$ cat src/design/gpio_port_pkg.sv
// Constants and types shared by the six-pin expander port
//
// Contract
// - Six pins on bits 7..2, bits 1..0 reserved
// - Set-pin write of one drives pin high
// - Clear-pin write of one drives pin low
// - Monitor reads pin levels, writes ignored
// - Direction bit one is output, resets zero
// - Status bit sets on enabled edge
// - Rising enable detects low-to-high transitions
// - Falling enable detects high-to-low transitions
// - Function select one is GPIO, resets 0x0f
// - All pins are inputs after reset
// - Held in reset until supply valid
package gpio_port_pkg;

    ////////////////////////////////////////////////////////////////////////////
    // Pin field layout
    localparam int PIN_CNT = 6;
    localparam int PIN_LSB = 2;
    localparam int PIN_MSB = 7;
    localparam int REG_W = 8;
    localparam int SYNC_STAGES = 2;

    ////////////////////////////////////////////////////////////////////////////
    // Register offsets
    localparam logic [7:0] OFS_SET = 8'h10;
    localparam logic [7:0] OFS_CLR = 8'h11;
    localparam logic [7:0] OFS_MON = 8'h12;
    localparam logic [7:0] OFS_DIR = 8'h13;
    localparam logic [7:0] OFS_STAT = 8'h14;
    localparam logic [7:0] OFS_RISE = 8'h15;
    localparam logic [7:0] OFS_FALL = 8'h16;
    localparam logic [7:0] OFS_FUNC = 8'h17;

    ////////////////////////////////////////////////////////////////////////////
    // Reset values, full byte as printed
    localparam logic [7:0] RST_DIR = 8'h00;
    localparam logic [7:0] RST_STAT = 8'h00;
    localparam logic [7:0] RST_RISE = 8'h00;
    localparam logic [7:0] RST_FALL = 8'h00;
    localparam logic [7:0] RST_FUNC = 8'h0f;
    localparam logic [7:0] RST_OUT = 8'h00;
    localparam logic [7:0] RD_UNMAPPED = 8'h00;

    ////////////////////////////////////////////////////////////////////////////
    // Register access request from the serial interface
    typedef struct packed {
        logic wr;
        logic rd;
        logic [7:0] addr;
        logic [7:0] data;
    } reg_req_t;

    // Pin-side drive bundle
    typedef struct packed {
        logic [PIN_CNT-1:0] level;
        logic [PIN_CNT-1:0] oe;
        logic [PIN_CNT-1:0] alt_sel;
    } pin_drive_t;

    // Byte lanes 7..2 to pin vector
    function automatic logic [PIN_CNT-1:0] pin_field(input logic [7:0] b);
        return b[PIN_MSB:PIN_LSB];
    endfunction

    // Pin vector to byte, reserved bits zero
    function automatic logic [7:0] pin_byte(input logic [PIN_CNT-1:0] p);
        return {p, 2'b00};
    endfunction

endpackage

$ cat src/design/gpio_port.sv
// Six-pin general purpose port with edge detection
module gpio_port (
    // Clock and reset
    input wire logic clk_in,
    input wire logic srst_in,
    // Power-on reset and I/O supply indication
    input wire logic por_active_in,
    input wire logic vio_valid_in,
    // Register access from the serial interface
    input wire gpio_port_pkg::reg_req_t req_in,
    output logic [7:0] rdata_out,
    output logic rdata_valid_out,
    // Pins: input level, drive level, output enable, alternate routing
    input wire logic [gpio_port_pkg::PIN_CNT-1:0] pin_in,
    output gpio_port_pkg::pin_drive_t pin_out,
    // Sticky edge status for the interrupt logic elsewhere
    output logic edge_pending_out
);
    import gpio_port_pkg::*;

    ////////////////////////////////////////////////////////////////////////////
    // Internal reset

    logic rst_int;

    // Port logic stays in reset while the supply is not good
    assign rst_int = srst_in | por_active_in | ~vio_valid_in;

    ////////////////////////////////////////////////////////////////////////////
    // Pin synchronisation

    logic [PIN_CNT-1:0] lvl_sync;

    // Edges are only judged on clean levels
    pin_sync u_sync (
        .clk_in(clk_in),
        .srst_in(rst_int),
        .raw_in(pin_in),
        .sync_out(lvl_sync)
    );

    ////////////////////////////////////////////////////////////////////////////
    // Write decode

    logic wr_set;
    logic wr_clr;
    logic wr_dir;
    logic wr_stat;
    logic wr_rise;
    logic wr_fall;
    logic wr_func;
    logic [PIN_CNT-1:0] wbits;

    // Monitor offset has no write target
    always_comb begin
        wr_set = req_in.wr && req_in.addr == OFS_SET;
        wr_clr = req_in.wr && req_in.addr == OFS_CLR;
        wr_dir = req_in.wr && req_in.addr == OFS_DIR;
        wr_stat = req_in.wr && req_in.addr == OFS_STAT;
        wr_rise = req_in.wr && req_in.addr == OFS_RISE;
        wr_fall = req_in.wr && req_in.addr == OFS_FALL;
        wr_func = req_in.wr && req_in.addr == OFS_FUNC;
        wbits = pin_field(req_in.data);
    end

    ////////////////////////////////////////////////////////////////////////////
    // Configuration and output level registers

    logic [PIN_CNT-1:0] out_r;
    logic [PIN_CNT-1:0] out_nxt;
    logic [PIN_CNT-1:0] dir_r;
    logic [PIN_CNT-1:0] dir_nxt;
    logic [PIN_CNT-1:0] rise_en_r;
    logic [PIN_CNT-1:0] rise_en_nxt;
    logic [PIN_CNT-1:0] fall_en_r;
    logic [PIN_CNT-1:0] fall_en_nxt;
    logic [PIN_CNT-1:0] func_r;
    logic [PIN_CNT-1:0] func_nxt;

    // Set and clear are separate offsets, so never in the same cycle
    always_comb begin
        out_nxt = out_r;
        dir_nxt = dir_r;
        rise_en_nxt = rise_en_r;
        fall_en_nxt = fall_en_r;
        func_nxt = func_r;
        if (rst_int) begin
            out_nxt = pin_field(RST_OUT);
            dir_nxt = pin_field(RST_DIR);
            rise_en_nxt = pin_field(RST_RISE);
            fall_en_nxt = pin_field(RST_FALL);
            func_nxt = pin_field(RST_FUNC);
        end else begin
            if (wr_set) begin
                out_nxt = out_r | wbits;
            end
            if (wr_clr) begin
                out_nxt = out_r & ~wbits;
            end
            if (wr_dir) begin
                dir_nxt = wbits;
            end
            if (wr_rise) begin
                rise_en_nxt = wbits;
            end
            if (wr_fall) begin
                fall_en_nxt = wbits;
            end
            if (wr_func) begin
                func_nxt = wbits;
            end
        end
    end

    always_ff @(posedge clk_in) begin
        out_r <= out_nxt;
        dir_r <= dir_nxt;
        rise_en_r <= rise_en_nxt;
        fall_en_r <= fall_en_nxt;
        func_r <= func_nxt;
    end

    ////////////////////////////////////////////////////////////////////////////
    // Edge detection and sticky status

    logic [PIN_CNT-1:0] prev_r;
    logic [PIN_CNT-1:0] prev_nxt;
    logic [PIN_CNT-1:0] stat_r;
    logic [PIN_CNT-1:0] stat_nxt;
    logic [PIN_CNT-1:0] rise_evt;
    logic [PIN_CNT-1:0] fall_evt;
    logic [1:0] settle_r;
    logic [1:0] settle_nxt;
    logic edge_armed;

    // A new edge beats a same-cycle clear so no event is lost.
    // The synchroniser restarts at zero, so a high pin would look like a rise
    // after reset; edges stay masked until the old level has flushed through.
    // Limitation: a real transition inside that short window is not recorded.
    always_comb begin
        settle_nxt = settle_r;
        if (rst_int) begin
            settle_nxt = 2'(SYNC_STAGES + 1);
        end else if (settle_r != 2'h0) begin
            settle_nxt = settle_r - 2'h1;
        end
        edge_armed = settle_r == 2'h0;
        rise_evt = {PIN_CNT{edge_armed}} & rise_en_r & lvl_sync & ~prev_r;
        fall_evt = {PIN_CNT{edge_armed}} & fall_en_r & ~lvl_sync & prev_r;
        prev_nxt = rst_int ? '0 : lvl_sync;
        stat_nxt = stat_r;
        if (rst_int) begin
            stat_nxt = pin_field(RST_STAT);
        end else begin
            if (wr_stat) begin
                stat_nxt = stat_r & ~wbits;
            end
            stat_nxt = stat_nxt | rise_evt | fall_evt;
        end
    end

    always_ff @(posedge clk_in) begin
        prev_r <= prev_nxt;
        stat_r <= stat_nxt;
        settle_r <= settle_nxt;
    end

    ////////////////////////////////////////////////////////////////////////////
    // Read path

    logic [7:0] rdata_r;
    logic [7:0] rdata_nxt;
    logic rvalid_r;
    logic rvalid_nxt;

    // Strobe offsets read zero; reserved bits always zero
    always_comb begin
        rdata_nxt = rdata_r;
        rvalid_nxt = 1'b0;
        if (rst_int) begin
            rdata_nxt = RD_UNMAPPED;
        end else if (req_in.rd) begin
            rvalid_nxt = 1'b1;
            case (req_in.addr)
                OFS_MON: rdata_nxt = pin_byte(lvl_sync);
                OFS_DIR: rdata_nxt = pin_byte(dir_r);
                OFS_STAT: rdata_nxt = pin_byte(stat_r);
                OFS_RISE: rdata_nxt = pin_byte(rise_en_r);
                OFS_FALL: rdata_nxt = pin_byte(fall_en_r);
                OFS_FUNC: rdata_nxt = pin_byte(func_r);
                default: rdata_nxt = RD_UNMAPPED;
            endcase
        end
    end

    always_ff @(posedge clk_in) begin
        rdata_r <= rdata_nxt;
        rvalid_r <= rvalid_nxt;
    end

    ////////////////////////////////////////////////////////////////////////////
    // Outputs

    // Drive only when GPIO-routed and configured as output
    always_comb begin
        pin_out.level = out_r;
        pin_out.oe = dir_r & func_r;
        pin_out.alt_sel = ~func_r;
    end

    assign rdata_out = rdata_r;
    assign rdata_valid_out = rvalid_r;
    assign edge_pending_out = |stat_r;
endmodule // gpio_port

$ cat src/design/pin_sync.sv
// Two-stage synchroniser bank for the port pins
module pin_sync (
    // Clock and reset
    input wire logic clk_in,
    input wire logic srst_in,
    // Raw and synchronised levels
    input wire logic [gpio_port_pkg::PIN_CNT-1:0] raw_in,
    output logic [gpio_port_pkg::PIN_CNT-1:0] sync_out
);
    import gpio_port_pkg::*;

    logic [PIN_CNT-1:0] meta_r;
    logic [PIN_CNT-1:0] meta_nxt;
    logic [PIN_CNT-1:0] sync_r;
    logic [PIN_CNT-1:0] sync_nxt;

    ////////////////////////////////////////////////////////////////////////////
    // One flop pair per pin; first stage feeds only the second
    for (genvar i = 0; i < PIN_CNT; i++) begin : g_bit
        always_comb begin
            meta_nxt[i] = srst_in ? 1'b0 : raw_in[i];
            sync_nxt[i] = srst_in ? 1'b0 : meta_r[i];
        end
    end

    always_ff @(posedge clk_in) begin
        meta_r <= meta_nxt;
        sync_r <= sync_nxt;
    end

    assign sync_out = sync_r;

endmodule // pin_sync

$ cat config.mk
export PLATFORM = sky130hd
export DESIGN_NAME = gpio_port
export DESIGN_NICKNAME = d
export VERILOG_FILES = /design/src/design/gpio_port_pkg.sv /design/src/design/gpio_port.sv /design/src/design/pin_sync.sv
export SDC_FILE = /design/constraint.sdc
export NUM_CORES = 1
export LEC_CHECK = 0
export BUFFER_PORTS_ARGS = -buffer_cell sky130_fd_sc_hd__buf_2
export CORE_ASPECT_RATIO = 0.6
export CORE_UTILIZATION = 30
export CTS_CLUSTER_DIAMETER = 30
export DETAILED_ROUTE_END_ITERATION = 10
export GPL_ROUTABILITY_DRIVEN = 0
export PLACE_DENSITY = 0.54
export RECOVER_POWER = 25
export SETUP_SLACK_MARGIN = 0.05
export SLEW_MARGIN = 20
export SYNTH_ARGS = -nofsm -noshare
export SYNTH_HDL_FRONTEND = slang
export SYNTH_HIERARCHICAL = 1
export SYNTH_SLANG_ARGS = --single-unit
export TNS_END_PERCENT = 100
$ cat constraint.sdc
create_clock -name clk_in -period 1.36 [get_ports clk_in]
set_input_delay 0.272 -clock clk_in [delete_from_list [all_inputs] [get_ports clk_in]]
set_output_delay 0.272 -clock clk_in [all_outputs]
set_load 0.005 [all_outputs]
# Yosys cells after proc, flatten, opt, wreduce, memory -nomap -nowiden
# Cells that the tools add are included.
totals:
  latchBits: 0
  word_cells: 57
  romBits: 0
  output_inout_bits: 28
  inputBits: 28
  ram_bits: 0
  reg_bits: 65
  n_memories: 0
classes:
  div: 0
  n_mux: 6
  magnitude_cmp: 0
  add_sub_neg: 1
  reduce_logical: 11
  bitwise_logic: 19
  n_shift: 0
  n_eq_ne: 8
  n_mul: 0
op_table:
  columns: ["operator", "n"]
  rows:
  - ["== test 8 x 5 -> 1 bit, second input constant", 8]
  - ["bitwise AND 6 bit", 9]
  - ["one-hot mux 8 bit (6 select lines)", 1]
  - ["2-to-1 mux 6 bit", 4]
  - ["NOT 6 bit", 4]
  - ["OR 6 bit", 3]
  - ["logical AND 1 bit", 7]
  - ["OR reduction 6 bit", 1]
  - ["nonzero test 2 bit", 2]
  - ["zero test 2 bit", 1]
  - ["OR 1 bit", 2]
  - ["subtractor 2 x 1 -> 2 bit, second input constant", 1]
  - ["2-to-1 mux 1 bit", 1]
  - ["NOT 1 bit", 1]

# Longest topological paths before layout
depth:
  ltp_word: 6
  ltp_mapped: 6
  ltp_nobuf: 5

# By module
# The synthesis kept the hierarchy.
modules_own_cells:
  columns: ["mod", "seq_area_each_um2", "instances", "cells_each", "area_each_um2"]
  rows:
  - ["gpio_port", 1021.0, 1, 269, 2581.2]
  - ["pin_sync", 240.2, 1, 25, 366.6]

# Worst setup path before layout
# Ideal clock, no wire load.
synth_timing:
  path_type: "reg2reg"
  start: "register settle_r[0]"
  end: "register stat_r[3]"
  t_required_ns: 1.241
  setup_time_ns: 0.119
  t_arrival_ns: 1.242
  path_stages_with_launch: 7
  path_buffers: 1
  path_slack_ns: -0.001
  synth_period_minus_slack_ns: 1.361
  cell_sequence: "dfxtp_1 inv_1 ha_1 buf_1 nand4b_1 nand3_1 o221a_2"
synth_between:
  elab_chain_cells: 6
  word_cells_on_any_way: 9
  classes_between: "bitwise (8); reduce/logical (1)"
synth_lines:
  columns: ["item", "line", "rtl"]
  rows:
  - ["start, declared", "gpio_port.sv:132", "logic [1:0] settle_r;"]
  - ["start signal, assigned", "gpio_port.sv:165", "settle_r <= settle_nxt;"]
  - ["zero test 2 bit (*)", "gpio_port.sv:147", "edge_armed = settle_r == 2'h0;"]
  - ["bitwise AND 6 bit (3 in a row)", "gpio_port.sv:148", "rise_evt = {PIN_CNT{edge_armed}} & rise_en_r & lvl_sync & ~prev_r;"]
  - ["OR 6 bit", "gpio_port.sv:158", "stat_nxt = stat_nxt | rise_evt | fall_evt;"]
  - ["OR 6 bit (*)", "gpio_port.sv:158", null]
  - ["end signal, assigned", "gpio_port.sv:164", "stat_r <= stat_nxt;"]
  - ["end, declared", "gpio_port.sv:128", "logic [PIN_CNT-1:0] stat_r;"]
# Every way passes the cells marked *; elsewhere a longest branch is shown, timed or not.
# A chain may end at the register's enable or synchronous reset.

# Worst setup path in the final report
layout_timing:
  start: "register stat_r[3]"
  end: "output edge_pending_out"
layout_between:
  elab_chain_cells: 1
layout_lines:
  columns: ["item", "line", "rtl"]
  rows:
  - ["OR reduction 6 bit", "gpio_port.sv:213", "assign edge_pending_out = |stat_r;"]
  - ["end, declared", "gpio_port.sv:17", "output logic edge_pending_out"]
# Every way passes these cells.

==> flow_summary.ini <==
[outcome]
status = finished with violations
violations = negative setup slack

[clock_tree]
htree_levels = 3
clock-sinks = 63
insertion_delay_ps = 330
root_buffer = clkbuf_16
cts_buffers = 9
cts_tree = yes
clk_pin_slew_worst_paths_ps = 50
holdBufCountCts = 0
cts_buffer_depth = 2

[route]
routed_via_density = 4.59
wl_per_cell_um = 14.6
wirelength_um = 7550
drtIter0Drc = 142
vias = 2377
drtAntennaViolNets = 0
drc = 0
drtPass1Iterations = 4

[pwr]
p_leak_uw = 0.00180
peakVddDrop_mv = 0.572
cellPowerDensity_nw_per_um2 = 1120

[final_layout]
regArea_um2 = 1260
layout_commonest_cell = dfxtp_1
utilization = 0.418
drive_gt1_frac = 0.397
area_delta_synth_final_pct = 32.6
nNetsFinal = 412
multi_input_area_um2 = 1580
fillerInstances = 949
diodes = 0
fin_area_um2 = 3910
final_cell_mix = 60 x dfxtp_1, 49 x buf_2, 44 x nand2_1

[die]
io_pins = 56
core_um2 = 9360
die-area_um2 = 10200
initial_core_util = 0.315
die_x_um = 130
num_rows = 27
die_h_um = 78.8

[setup_path]
startpoint_type = flip-flop
cp_max_fo = 2
worstSetupEndpointType = primary output
rr_startpoint = settle_r[1]
path_class = reg -> out
worstPathRequired_ps = 1090
rr_endpoint = stat_r[5]
critical_path_arrival_ps = 1250
worstRegToRegCells = 6
reg2reg_setup_slack_ps = 130

[synth]
synth_seq_cells = 63
synth.distinct_cells = 36
syn-cell-area_um2 = 2950
synthCells = 294
syn_area_per_cell_um2 = 10.0
seq_area_frac_synth = 0.428
ys_warn_count = 6

[placed_design]
placed_area_um2 = 3610
dp_hpwl_um = 5820
port_buffers = 51

[timing]
finalCriticalPeriod_ps = 1520
setup-violations-final = 1
min_period_over_period = 1.12
fmax_mhz = 658
clock-skew-final_ps = 1.72
tightest_slew_ps = 556
slew_headroom = 0.629
fin_ws_ps = -161
slew_viol_final = 0
hold_violations = 0
rsz0062_at_grt = yes

[min_path]
hold_path.class = in -> reg
worstHoldStart = pin_in[0]
whs_path_depth = 2
hold_path_end = u_sync/meta_r[0]

[run]
cap_violations = 0

[grt]
grt_pass1_wl_um = 12300
track_usage = 0.164
grt_antenna_before_repair = 0
grt_max_degree = 16
overflow = 0
grt_pass1_vias = 2336
## metrics by stage
step	instances	power (µW)	TNS [ps]	hold WS [ps]	setup WS, ps
floorplan	295	2030	0	394	57.7
global placement	500	2160	-2020	422	-88.0
detailed placement	500	2160	-3040	424	-135
CTS	517	4440	-192	147	-192
global route	518	4540	-2280	139	-239
finish	518	4370	-161	154	-161
## flip-flops by register name (all words and copies together), names as in the netlist, named ones only
register         count
dir_r                6
fall_en_r            6
func_r               6
prev_r               6
rdata_out            6
rise_en_r            6
stat_r               6
u_sync/meta_r        6
u_sync/sync_out      6
settle_r             2
rdata_valid_out      1
## synth_stat cells, drive strengths merged
cell type	number	area [µm²]
a211oi	6	45.0
a21oi	12	60.1
a22oi	6	45.0
and2	15	93.8
and2b	5	40.0
and4bb	1	12.5
buf	10	77.6
clkbuf	5	18.8
conb	1	3.75
dfxtp	63	1260
ha	1	12.5
inv	10	37.5
mux2	19	214
mux2i	30	300
nand2	44	165
nand3	15	85.1
nand4b	14	144
nor2	6	22.5
nor2b	16	135
nor3b	3	32.5
nor4	1	6.26
nor4b	3	53.8
o21ai	1	5.00
o221a	6	67.6
xor2	1	8.76
## what timing repair did
| action | in CTS | in global routing |
|---|---|---|
| setup endpoints to repair | 2 | 8 |
| buffers inserted | 1 | 1 |
| gates resized for setup | 3 | 7 |
| pin swaps | 3 | 5 |
## worst max-delay path: stages, from the launching register on
cell and delay, ps:
dfxtp_2 340, nor4_4 260, buf_4 160, nand2_1 40, buf_2 120
## power breakdown
part | total (µW) | switching, µW | internal (µW)
registers | 1860 | 2.87 | 1860
logic | 254 | 134 | 120
clock network | 2250 | 786 | 1460
## worst max path at each step
stage | startpoint | endpoint | slack, ps
finish | stat_r[3] | edge_pending_out | -160
floorplan | settle_r[0] | stat_r[3] | 60
global route | stat_r[3] | edge_pending_out | -240
detailed placement | req_in[13] | fall_en_r[5] | -130
global placement | req_in[8] | rdata_out[2] | -90
CTS | stat_r[3] | edge_pending_out | -190
## logic make-up (layout without fill, tap and decap cells)
kind of cell	count (synthesis)	after routing	share of synthesized area
and+or+nand+nor	123	123	0.268
DFF	63	63	0.428
muxes	49	49	0.174
AOI/OAI and AO/OA	31	31	0.0755
buffers and inverters	25	118	0.0454
adders and majority gates	1	1	0.00424
other	1	2	0.00127
xor gates and xnor gates	1	1	0.00297
## layout make-up
cell class / count / share of cell area
Clock inverter: 3 / 0.0109
Tap cell: 130 / 0.0416
Multi-Input combinational cell: 207 / 0.404
Sequential cell: 63 / 0.324
Inverter: 10 / 0.00960
Timing Repair Buffer: 92 / 0.146
Clock buffer: 13 / 0.0640
## layer usage
layer	vias up	global-route usage	part of all wire
met3	7	0.0620	0.059
met1	1107	0.236	0.53
met5	-	0	0
met4	0	0.0442	0.0090
li1	1207	-	-
met2	56	0.222	0.40
(Power assumes the default switching activity.)
